===== src/logic/ptls_pkg.sv =====
`default_nettype none
package ptls_pkg;
  // Register byte offsets
  localparam logic [7:0] PTLS_CTRL_OFS = 8'h00;
  localparam logic [7:0] PTLS_STAT_OFS = 8'h04;
  localparam logic [7:0] PTLS_TXCODE_OFS = 8'h08;
  localparam logic [7:0] PTLS_DEVAB_OFS = 8'h0C;
  localparam logic [7:0] PTLS_PARTAB_OFS = 8'h10;
  localparam logic [7:0] PTLS_RXCODE_OFS = 8'h14;
  localparam logic [7:0] PTLS_ERRCNT_OFS = 8'h18;
  // Control bit positions
  localparam int PTLS_CTRL_AN_EN = 0;
  localparam int PTLS_CTRL_AN_RESTART = 1;
  localparam int PTLS_CTRL_SGMII = 2;
  localparam int PTLS_CTRL_PHY_SIDE = 3;
  localparam int PTLS_CTRL_HALF_DUP = 4;
  localparam int PTLS_CTRL_PWRDN = 5;
  localparam int PTLS_CTRL_LOOPBACK = 6;
  localparam int PTLS_CTRL_W = 7;
  // Ability bit that marks link up
  localparam int PTLS_ABIL_LINK = 15;
  // Reset values
  localparam logic [PTLS_CTRL_W-1:0] PTLS_CTRL_RST = 7'h00;
  localparam logic [15:0] PTLS_ABIL_RST = 16'h0000;
  // Code groups
  localparam logic [9:0] PTLS_K285_NEG = 10'h0FA;
  localparam logic [9:0] PTLS_D162_NEG = 10'h245;
  localparam logic [9:0] PTLS_D162_POS = 10'h1B5;
  localparam logic [9:0] PTLS_D56 = 10'h296;
  localparam logic [6:0] PTLS_COMMA_NEG = 7'h1F;
  localparam logic [6:0] PTLS_COMMA_POS = 7'h60;
  // Sync acquisition
  localparam logic [1:0] PTLS_SYNC_BAD_MAX = 2'h3;
  // ECC status codes
  localparam logic [1:0] PTLS_ECC_NONE = 2'h0;
  localparam logic [1:0] PTLS_ECC_CORR = 2'h2;
  localparam logic [1:0] PTLS_ECC_UNCORR = 2'h3;
  // Timing
  localparam int PTLS_CLK_MHZ = 100;
  localparam int PTLS_AN_LINK_TIME_US = 10;
  localparam int PTLS_AN_LINK_CYCLES = PTLS_AN_LINK_TIME_US * PTLS_CLK_MHZ;
  localparam logic [15:0] PTLS_CNT_MAX = 16'hFFFF;

  function automatic logic [3:0] ptls_ones(input logic [9:0] g);
    logic [3:0] n;
    n = 4'h0;
    for (int i = 0; i < 10; i++)
    begin
      n = n + {3'b000, g[i]};
    end
    return n;
  endfunction

  function automatic logic ptls_is_comma(input logic [9:0] g);
    return (g[9:3] == PTLS_COMMA_NEG) || (g[9:3] == PTLS_COMMA_POS);
  endfunction

  function automatic logic ptls_is_idle(input logic [9:0] g);
    return ptls_is_comma(g) || (g == PTLS_D162_NEG) || (g == PTLS_D162_POS) ||
      (g == PTLS_D56);
  endfunction
endpackage
`default_nettype wire


===== src/logic/ptls_align_if.sv =====
`default_nettype none
interface ptls_align_if;
  logic [9:0] word;
  logic word_stb;
  logic [9:0] grp;
  logic grp_stb;
  logic char_err;
  logic disp_err;
  logic sync_ok;
  modport aligner (input word, word_stb, output grp, grp_stb, char_err, disp_err, sync_ok);
  modport core (output word, word_stb, input grp, grp_stb, char_err, disp_err, sync_ok);
endinterface
`default_nettype wire


===== src/logic/ptls_align.sv =====
`default_nettype none
module ptls_align
  import ptls_pkg::*;
(
  // Clock and reset
  input wire logic ref_clk,
  input wire logic rst,
  // Word stream
  ptls_align_if.aligner al
);
  typedef enum logic [1:0] {PTLS_LOSS, PTLS_ACQ1, PTLS_ACQ2, PTLS_SYNC} ptls_sync_t;

  logic [9:0] prev_reg;
  logic [3:0] ofs_reg;
  logic [3:0] ofs_next;
  logic [9:0] grp_reg;
  logic grp_stb_reg;
  logic char_reg;
  logic disp_reg;
  logic rd_reg;
  logic rd_next;
  logic [1:0] bad_reg;
  ptls_sync_t st_reg;
  ptls_sync_t st_next;
  logic [19:0] combo;
  logic comma_hit;
  logic [3:0] comma_ofs;
  logic [9:0] win;
  logic [3:0] ones;
  logic bad_char;
  logic bad_disp;
  logic win_comma;

  assign combo = {prev_reg, al.word};
  assign ofs_next = comma_hit ? comma_ofs : ofs_reg;
  assign win = combo[19 - 32'(ofs_next) -: 10];
  assign ones = ptls_ones(win);
  assign win_comma = ptls_is_comma(win);
  assign bad_char = (ones < 4'd4) || (ones > 4'd6);
  assign bad_disp = ((ones == 4'd6) && rd_reg) || ((ones == 4'd4) && !rd_reg);
  assign rd_next = (ones == 4'd6) ? 1'b1 : (ones == 4'd4) ? 1'b0 : rd_reg;

  // Search every bit offset for a comma
  always_comb
  begin
    comma_hit = 1'b0;
    comma_ofs = 4'h0;
    for (int k = 9; k >= 0; k--)
    begin
      if (ptls_is_comma(combo[19 - k -: 10]))
      begin
        comma_hit = 1'b1;
        comma_ofs = 4'(k);
      end
    end
  end

  always_comb
  begin
    st_next = st_reg;
    unique case (st_reg)
      PTLS_LOSS: if (win_comma && !bad_char) st_next = PTLS_ACQ1;
      PTLS_ACQ1: if (bad_char) st_next = PTLS_LOSS; else if (win_comma) st_next = PTLS_ACQ2;
      PTLS_ACQ2: if (bad_char) st_next = PTLS_LOSS; else if (win_comma) st_next = PTLS_SYNC;
      PTLS_SYNC: if (bad_char && bad_reg == PTLS_SYNC_BAD_MAX) st_next = PTLS_LOSS;
    endcase
  end

  always_ff @(posedge ref_clk)
  begin
    if (rst)
    begin
      prev_reg <= 10'h000;
      ofs_reg <= 4'h0;
      grp_reg <= 10'h000;
      grp_stb_reg <= 1'b0;
      char_reg <= 1'b0;
      disp_reg <= 1'b0;
      rd_reg <= 1'b0;
      bad_reg <= 2'h0;
      st_reg <= PTLS_LOSS;
    end
    else
    begin
      grp_stb_reg <= al.word_stb;
      if (al.word_stb)
      begin
        prev_reg <= al.word;
        ofs_reg <= ofs_next;
        grp_reg <= win;
        char_reg <= bad_char;
        disp_reg <= bad_disp && !bad_char;
        rd_reg <= rd_next;
        st_reg <= st_next;
        bad_reg <= (st_next != PTLS_SYNC) ? 2'h0 : bad_char ? bad_reg + 2'h1 : bad_reg;
      end
    end
  end

  assign al.grp = grp_reg;
  assign al.grp_stb = grp_stb_reg;
  assign al.char_err = char_reg;
  assign al.disp_err = disp_reg;
  assign al.sync_ok = (st_reg == PTLS_SYNC);
endmodule
`default_nettype wire


===== src/logic/ptls_top.sv =====
// Local design decisions: the APB interface to the registers and the register offsets.
`default_nettype none
module ptls_top
  import ptls_pkg::*;
#(
  parameter int AN_LINK_CYCLES = PTLS_AN_LINK_CYCLES
)
(
  // Clock and reset
  input wire logic ref_clk,
  input wire logic rst,
  // APB slave
  input wire logic psel,
  input wire logic penable,
  input wire logic pwrite,
  input wire logic [7:0] paddr,
  input wire logic [31:0] pwdata,
  output logic [31:0] prdata,
  output logic pready,
  output logic pslverr,
  // Ten-bit interface
  input wire logic tbi_tx_clk,
  output logic [9:0] tbi_tx_d,
  input wire logic tbi_rx_clk,
  input wire logic [9:0] tbi_rx_d,
  // Status indicators
  output logic led_link,
  output logic led_panel_link,
  output logic led_crs,
  output logic led_col,
  output logic autoneg_done_indicator,
  output logic led_char_err,
  output logic led_disp_err,
  // Serializer control
  output logic powerdown,
  output logic serializer_loopback_out,
  // Memory ECC
  input wire logic ecc_corrected,
  input wire logic ecc_uncorrectable,
  output logic [1:0] ecc_status
);
  import ptls_pkg::*;

  ptls_align_if al ();

  // Clock and data synchronisers
  logic [2:0] txc_reg;
  logic [2:0] rxc_reg;
  logic [9:0] rxd1_reg;
  logic [9:0] rxd2_reg;
  logic tx_rise;
  logic rx_rise;
  logic rx_fall;

  always_ff @(posedge ref_clk)
  begin
    if (rst)
    begin
      txc_reg <= 3'h0;
      rxc_reg <= 3'h0;
      rxd1_reg <= 10'h000;
      rxd2_reg <= 10'h000;
    end
    else
    begin
      txc_reg <= {txc_reg[1:0], tbi_tx_clk};
      rxc_reg <= {rxc_reg[1:0], tbi_rx_clk};
      rxd1_reg <= tbi_rx_d;
      rxd2_reg <= rxd1_reg;
    end
  end

  assign tx_rise = txc_reg[1] && !txc_reg[2];
  assign rx_rise = rxc_reg[1] && !rxc_reg[2];
  assign rx_fall = !rxc_reg[1] && rxc_reg[2];

  // Receive words taken mid-cycle of the receive clock
  assign al.word = rxd2_reg;
  assign al.word_stb = rx_fall;

  ptls_align u_align (
    .ref_clk(ref_clk),
    .rst(rst),
    .al(al)
  );

  // Register file
  logic [PTLS_CTRL_W-1:0] ctrl_reg;
  logic [9:0] txcode_reg;
  logic [15:0] devab_reg;
  logic [15:0] partab_reg;
  logic [9:0] rxcode_reg;
  logic [15:0] char_cnt_reg;
  logic [15:0] disp_cnt_reg;
  logic wr_en;
  logic rd_acc;
  logic hit_ctrl;
  logic hit_stat;
  logic hit_tx;
  logic hit_dev;
  logic hit_part;
  logic hit_rx;
  logic hit_err;
  logic mapped;
  logic an_restart;
  logic [31:0] stat_word;
  logic [31:0] rd_word;

  assign hit_ctrl = (paddr == PTLS_CTRL_OFS);
  assign hit_stat = (paddr == PTLS_STAT_OFS);
  assign hit_tx = (paddr == PTLS_TXCODE_OFS);
  assign hit_dev = (paddr == PTLS_DEVAB_OFS);
  assign hit_part = (paddr == PTLS_PARTAB_OFS);
  assign hit_rx = (paddr == PTLS_RXCODE_OFS);
  assign hit_err = (paddr == PTLS_ERRCNT_OFS);
  assign mapped = hit_ctrl | hit_stat | hit_tx | hit_dev | hit_part | hit_rx | hit_err;
  assign wr_en = psel && penable && pwrite && mapped;
  assign rd_acc = psel && penable && !pwrite;
  assign an_restart = wr_en && hit_ctrl && pwdata[PTLS_CTRL_AN_RESTART];
  assign pready = psel && penable;
  assign pslverr = psel && penable && !mapped;

  always_ff @(posedge ref_clk)
  begin
    if (rst)
    begin
      ctrl_reg <= PTLS_CTRL_RST;
      txcode_reg <= PTLS_K285_NEG;
      devab_reg <= PTLS_ABIL_RST;
      partab_reg <= PTLS_ABIL_RST;
    end
    else if (wr_en)
    begin
      if (hit_ctrl)
      begin
        ctrl_reg <= pwdata[PTLS_CTRL_W-1:0] & ~(7'h01 << PTLS_CTRL_AN_RESTART);
      end
      if (hit_tx)
      begin
        txcode_reg <= pwdata[9:0];
      end
      if (hit_dev)
      begin
        devab_reg <= pwdata[15:0];
      end
      if (hit_part)
      begin
        partab_reg <= pwdata[15:0];
      end
    end
  end

  // Error counters: a clear in the same cycle as an increment leaves the count at one
  logic err_clr;
  assign err_clr = wr_en && hit_err;

  always_ff @(posedge ref_clk)
  begin
    if (rst)
    begin
      char_cnt_reg <= 16'h0000;
      disp_cnt_reg <= 16'h0000;
      rxcode_reg <= 10'h000;
    end
    else
    begin
      if (al.grp_stb)
      begin
        rxcode_reg <= al.grp;
      end
      if (al.grp_stb && al.char_err)
      begin
        char_cnt_reg <= err_clr ? 16'h0001 :
          (char_cnt_reg == PTLS_CNT_MAX) ? char_cnt_reg : char_cnt_reg + 16'h0001;
      end
      else if (err_clr)
      begin
        char_cnt_reg <= 16'h0000;
      end
      if (al.grp_stb && al.disp_err)
      begin
        disp_cnt_reg <= err_clr ? 16'h0001 :
          (disp_cnt_reg == PTLS_CNT_MAX) ? disp_cnt_reg : disp_cnt_reg + 16'h0001;
      end
      else if (err_clr)
      begin
        disp_cnt_reg <= 16'h0000;
      end
    end
  end

  // Transmit path
  logic [9:0] txd_reg;

  always_ff @(posedge ref_clk)
  begin
    if (rst)
    begin
      txd_reg <= PTLS_K285_NEG;
    end
    else if (tx_rise)
    begin
      txd_reg <= txcode_reg;
    end
  end

  assign tbi_tx_d = txd_reg;

  // Auto-negotiation completion timer
  logic [31:0] an_cnt_reg;
  logic an_done_reg;
  logic an_en;
  logic sgmii;
  logic phy_side;
  logic half_dup;

  assign an_en = ctrl_reg[PTLS_CTRL_AN_EN];
  assign sgmii = ctrl_reg[PTLS_CTRL_SGMII];
  assign phy_side = ctrl_reg[PTLS_CTRL_PHY_SIDE];
  assign half_dup = ctrl_reg[PTLS_CTRL_HALF_DUP];

  always_ff @(posedge ref_clk)
  begin
    if (rst || !an_en || an_restart || !al.sync_ok)
    begin
      an_cnt_reg <= 32'h0000_0000;
      an_done_reg <= 1'b0;
    end
    else if (an_cnt_reg >= 32'(AN_LINK_CYCLES - 1))
    begin
      an_done_reg <= 1'b1;
    end
    else
    begin
      an_cnt_reg <= an_cnt_reg + 32'h0000_0001;
    end
  end

  // Activity tracking
  logic rx_act_reg;
  logic tx_act;

  always_ff @(posedge ref_clk)
  begin
    if (rst || !al.sync_ok)
    begin
      rx_act_reg <= 1'b0;
    end
    else if (al.grp_stb)
    begin
      rx_act_reg <= !ptls_is_idle(al.grp);
    end
  end

  assign tx_act = !ptls_is_idle(txd_reg);

  // Indicator decode
  logic panel_next;
  logic col_next;
  logic crs_next;

  assign panel_next = !an_en ? al.sync_ok :
    !sgmii ? an_done_reg :
    phy_side ? (an_done_reg && devab_reg[PTLS_ABIL_LINK]) :
    (an_done_reg && partab_reg[PTLS_ABIL_LINK]);
  assign crs_next = rx_act_reg || tx_act;
  assign col_next = sgmii && half_dup && tx_act && rx_act_reg;

  // Receive error pulses held for one receive clock period
  logic char_led_reg;
  logic disp_led_reg;
  logic char_pend_reg;
  logic disp_pend_reg;

  always_ff @(posedge ref_clk)
  begin
    if (rst)
    begin
      char_pend_reg <= 1'b0;
      disp_pend_reg <= 1'b0;
      char_led_reg <= 1'b0;
      disp_led_reg <= 1'b0;
    end
    else
    begin
      if (al.grp_stb)
      begin
        char_pend_reg <= al.char_err;
        disp_pend_reg <= al.disp_err;
      end
      if (rx_rise)
      begin
        char_led_reg <= char_pend_reg;
        disp_led_reg <= disp_pend_reg;
        char_pend_reg <= al.grp_stb && al.char_err;
        disp_pend_reg <= al.grp_stb && al.disp_err;
      end
    end
  end

  // Registered indicators and controls
  logic link_reg;
  logic panel_reg;
  logic crs_reg;
  logic col_reg;
  logic [1:0] ecc_reg;

  always_ff @(posedge ref_clk)
  begin
    if (rst)
    begin
      link_reg <= 1'b0;
      panel_reg <= 1'b0;
      crs_reg <= 1'b0;
      col_reg <= 1'b0;
      ecc_reg <= PTLS_ECC_NONE;
    end
    else
    begin
      link_reg <= al.sync_ok;
      panel_reg <= panel_next;
      crs_reg <= crs_next;
      col_reg <= col_next;
      ecc_reg <= ecc_uncorrectable ? PTLS_ECC_UNCORR :
        ecc_corrected ? PTLS_ECC_CORR : PTLS_ECC_NONE;
    end
  end

  assign led_link = link_reg;
  assign led_panel_link = panel_reg;
  assign led_crs = crs_reg;
  assign led_col = col_reg;
  assign autoneg_done_indicator = an_done_reg;
  assign led_char_err = char_led_reg;
  assign led_disp_err = disp_led_reg;
  assign powerdown = ctrl_reg[PTLS_CTRL_PWRDN];
  assign serializer_loopback_out = ctrl_reg[PTLS_CTRL_LOOPBACK];
  assign ecc_status = ecc_reg;

  // Read data
  assign stat_word = {25'h000_0000, col_reg, crs_reg, panel_reg, an_done_reg,
    tx_act, rx_act_reg, al.sync_ok};

  always_comb
  begin
    rd_word = 32'h0000_0000;
    if (hit_ctrl)
    begin
      rd_word = {25'h000_0000, ctrl_reg};
    end
    else if (hit_stat)
    begin
      rd_word = stat_word;
    end
    else if (hit_tx)
    begin
      rd_word = {22'h00_0000, txcode_reg};
    end
    else if (hit_dev)
    begin
      rd_word = {16'h0000, devab_reg};
    end
    else if (hit_part)
    begin
      rd_word = {16'h0000, partab_reg};
    end
    else if (hit_rx)
    begin
      rd_word = {22'h00_0000, rxcode_reg};
    end
    else if (hit_err)
    begin
      rd_word = {disp_cnt_reg, char_cnt_reg};
    end
  end

  assign prdata = rd_acc ? rd_word : 32'h0000_0000;
endmodule
`default_nettype wire


===== config.mk =====
export PLATFORM = sky130hd
export DESIGN_NAME = ptls_top
export DESIGN_NICKNAME = d
export VERILOG_FILES = /design/src/logic/ptls_pkg.sv /design/src/logic/ptls_align_if.sv /design/src/logic/ptls_align.sv /design/src/logic/ptls_top.sv
export SDC_FILE = /design/constraint.sdc
export NUM_CORES = 1
export LEC_CHECK = 0
export BUFFER_PORTS_ARGS = -buffer_cell sky130_fd_sc_hd__buf_2
export CORE_UTILIZATION = 55
export CTS_BUF_LIST = sky130_fd_sc_hd__clkbuf_4
export CTS_CLUSTER_DIAMETER = 50
export CTS_CLUSTER_SIZE = 14
export DETAILED_ROUTE_END_ITERATION = 12
export HOLD_SLACK_MARGIN = 0.02
export PLACE_DENSITY = 0.76
export SYNTH_ARGS = -nofsm -noshare
export SYNTH_HDL_FRONTEND = slang
export SYNTH_SLANG_ARGS = --single-unit

===== constraint.sdc =====
create_clock -name ref_clk -period 9.9 [get_ports ref_clk]
set_input_delay 0.495 -clock ref_clk [delete_from_list [all_inputs] [get_ports ref_clk]]
set_output_delay 0.495 -clock ref_clk [all_outputs]
set_load 0.02 [all_outputs]

==> results.cfg <==
[cells_and_area]
seqCellArea_um2 = 4040
syn2layout_area_growth_pct = 9.85
largest_reg_flops = 32
drive_gt1_share_pct = 13.2
fin_cells = 1522
multi_input_area_um2 = 5580
final_util_pct = 61.6
finish.instance_area_um2 = 11000
fillers = 1609
nets = 1355

[clock_network]
post_cts_resized = 0
cts.sinks = 202
htreeDepth = 1
path_clk_slew_ns = 0.14
cts_tree = built
clk_latency_ns = 0.68
clock-root-buffer = clkbuf_4
cts_buffer_depth = 3
cts-buffers-inserted = 22

[synthesis]
yosys_warnings = 0
syn-cell-area_um2 = 10000
syn_avg_cell_area_um2 = 8.28
syn_nets = 1286
synth_area_leaders = dfxtp_1, nand2_1, mux2i_1, nor2_1, a21oi_1
ys_ff_latch = 202
netlist-cell-type-count = 85
syn_inst = 1211
synth_edf_count = 0
ys_seq_area_share_pct = 40.3
synth_top_area_cell = dfxtp_1
synthDominantCellAreaShare_pct = 40.3
synthFlopType = dfxtp_1
synthArstFlopShare_pct = 0

[worst_hold_path]
hp-class = in2reg
hold_start = pwdata[7]
hold_depth = 2
hold_end = txcode_reg[7]

[critical_path]
cp_slowest_cell = dfxtp_1
r2r_start = u_align.prev_reg[0]
worstPathArrival_ns = 8.62
start_kind = flip-flop
worst-path-max-fanout = 22
critPathKind = reg2reg
r2r_end = u_align.bad_reg[0]
rr_worst_depth = 24
worstPathRequired_ns = 10.53
cpMostUsedCell = fa_1
end_kind = flip-flop
r2r_slack_ns = 1.91
critical_path.max_stage_delay_ns = 0.72
crit_chain = or4_4 > o22ai_1 > nor4_1 > a21boi_0 > nor3b_2 > buf_4 > inv_1 > ha_1 > inv_1 > a31o_2 > o32ai_2 > fa_1 > fa_1 > fa_1 > inv_1 > fa_1 > inv_1 > fa_1 > o21ai_1 > nand2_1 > nor3_1 > o21ai_0 > a21oi_1 > o31a_1

[place]
place_inst = 1471
routabilityCongestion = 0.893
place_area_um2 = 10600
portBuffers = 97
place_hpwl_um = 16600

[detailed_routing]
ant_nets = 0
drc_errors = 0
first_iter_violations = 902
drtPass1Iterations = 5
wl_per_cell_um = 15.6
viasPerCell = 5.85
wl_um = 23700
vias = 8901

[timing]
final_max_slew_viol_count = 0
fin_crit_sh_pct = 80.7
final.setup.tns_ns = 0
clock.fmax_ghz = 0.125
finalHoldViolCount = 0
worst_pin_slew_ns = 1.18
skew_ns = 0.104
slew_headroom_pct = 21.2
min_period_ns = 7.99
setup_violations = 0
grt_setup_unrepaired = false

[floorplanning]
row_count = 49
start_util_pct = 56.0
die-area_um2 = 18800
core_area_um2 = 17900
fp.dieW_um = 137
boundaryPins = 114
die_y_um = 137

[power_and_ir_drop]
irDropWorstVdd_v = 0.000134
p_per_area_nw_per_um2 = 124
power_mw = 1.37
p_leak_nw = 4.06

[outcome]
status = finished clean

[grt]
overflow = 0
grt_pass1_wl_um = 38300
antenna_found_initial = 1
grt_start_max_net_pins = 80
grt_usage_pct = 25.1
first_global_vias = 7751

[job]
cap_violations = 0
## power breakdown
part	leakage [nW]	total [mW]	internal [mW]	switching, mW
Sequential	1.63	0.829	0.821	0.00774
Clock	0.171	0.466	0.174	0.292
Combinational	2.26	0.0756	0.0299	0.0457
Total	4.06	1.37	1.02	0.345
## layout by cell type (no fill, tap or decap), types with 8 or more instances in the layout
cell / count
dlygate4sd3_1: 14
buf_2: 96
nor4_1: 21
buf_4: 9
xnor2_1: 8
a31oi_1: 10
ha_1: 10
nor2_1: 141
and3_1: 28
a222oi_1: 9
nand2b_1: 11
o21ai_0: 38
mux2_2: 9
inv_1: 28
mux2i_1: 62
a211o_1: 13
and2_1: 25
a22oi_1: 12
clkbuf_4: 22
nand2_1: 169
nor2b_1: 46
dfxtp_1: 202
nand4_1: 14
xor2_1: 22
nand3_1: 26
nor3_1: 27
a211oi_1: 10
a21oi_1: 86
## how the worst max path moves through the flow
| stage | from | to |
|---|---|---|
| floorplan | u_align.prev_reg[0] | u_align.bad_reg[1] |
| global placement | u_align.prev_reg[0] | u_align.bad_reg[0] |
| detailed placement | u_align.prev_reg[0] | u_align.bad_reg[0] |
| CTS | u_align.prev_reg[0] | u_align.bad_reg[0] |
| global route | u_align.prev_reg[0] | u_align.bad_reg[1] |
| finish | u_align.prev_reg[0] | u_align.bad_reg[0] |
## worst max-delay path: cells and delay by family, from the launching register on
| kind | cells | cell delay (ns) |
|---|---|---|
| adders and majority gates | 6 | 2.91 |
| AOI/OAI and AO/OA | 8 | 1.92 |
| buffers and inverters | 5 | 1.17 |
| and+or+nand+nor | 5 | 1.20 |
| DFF | 1 | 0.72 |
## through the flow
stage	setup slack, ns	hold WS (ns)
finish	1.91	0.0695
global route	1.17	0.0306
CTS	1.97	0.0343
detailed placement	2.03	0.420
global placement	2.11	0.416
floorplan	2.85	0.414
## cell type report
type	instances	area share, %
Multi-Input combinational cell	907	50.6
Tap cell	229	2.60
Sequential cell	202	36.7
Antenna cell	1	0.0227
Clock inverter	14	1.39
Clock buffer	22	1.50
Timing Repair Buffer	119	6.25
Inverter	28	0.954
## synth_stat cells (all sizes together) (13+ instances only)
cell      n
a211o    13
a21oi    87
and2     26
and3     28
buf      23
clkbuf   51
dfxtp   202
inv      28
mux2i    63
nand2   169
nand3    26
nand4    15
nor2    142
nor2b    47
nor3     27
nor4     21
o21ai    40
xor2     22
## kinds of logic after synthesis
| family | count (synthesis) | share of synthesized area (%) |
|---|---|---|
| flip-flops | 202 | 40.3 |
| adder cells (fa/ha/maj) | 16 | 2.44 |
| AO/OA/AOI/OAI | 231 | 15.5 |
| XOR/XNOR | 30 | 2.62 |
| buffers and inverters | 102 | 4.13 |
| multiplexers | 73 | 7.53 |
| AND/OR/NAND/NOR | 557 | 27.5 |
## what timing repair did
action,in CTS,in global routing
endpoints found under the hold margin,13,0
hold buffers,14,0
buffers inserted,0,0
## routing by layer
layer	share of wire, %	global-route usage (%)	vias up
met4	1.7	5.86	0
met3	6.4	3.96	39
met1	47	36.9	4188
li1	-	-	4412
met2	45	38.2	262
met5	0	0	-
(Power assumes the default switching activity.)
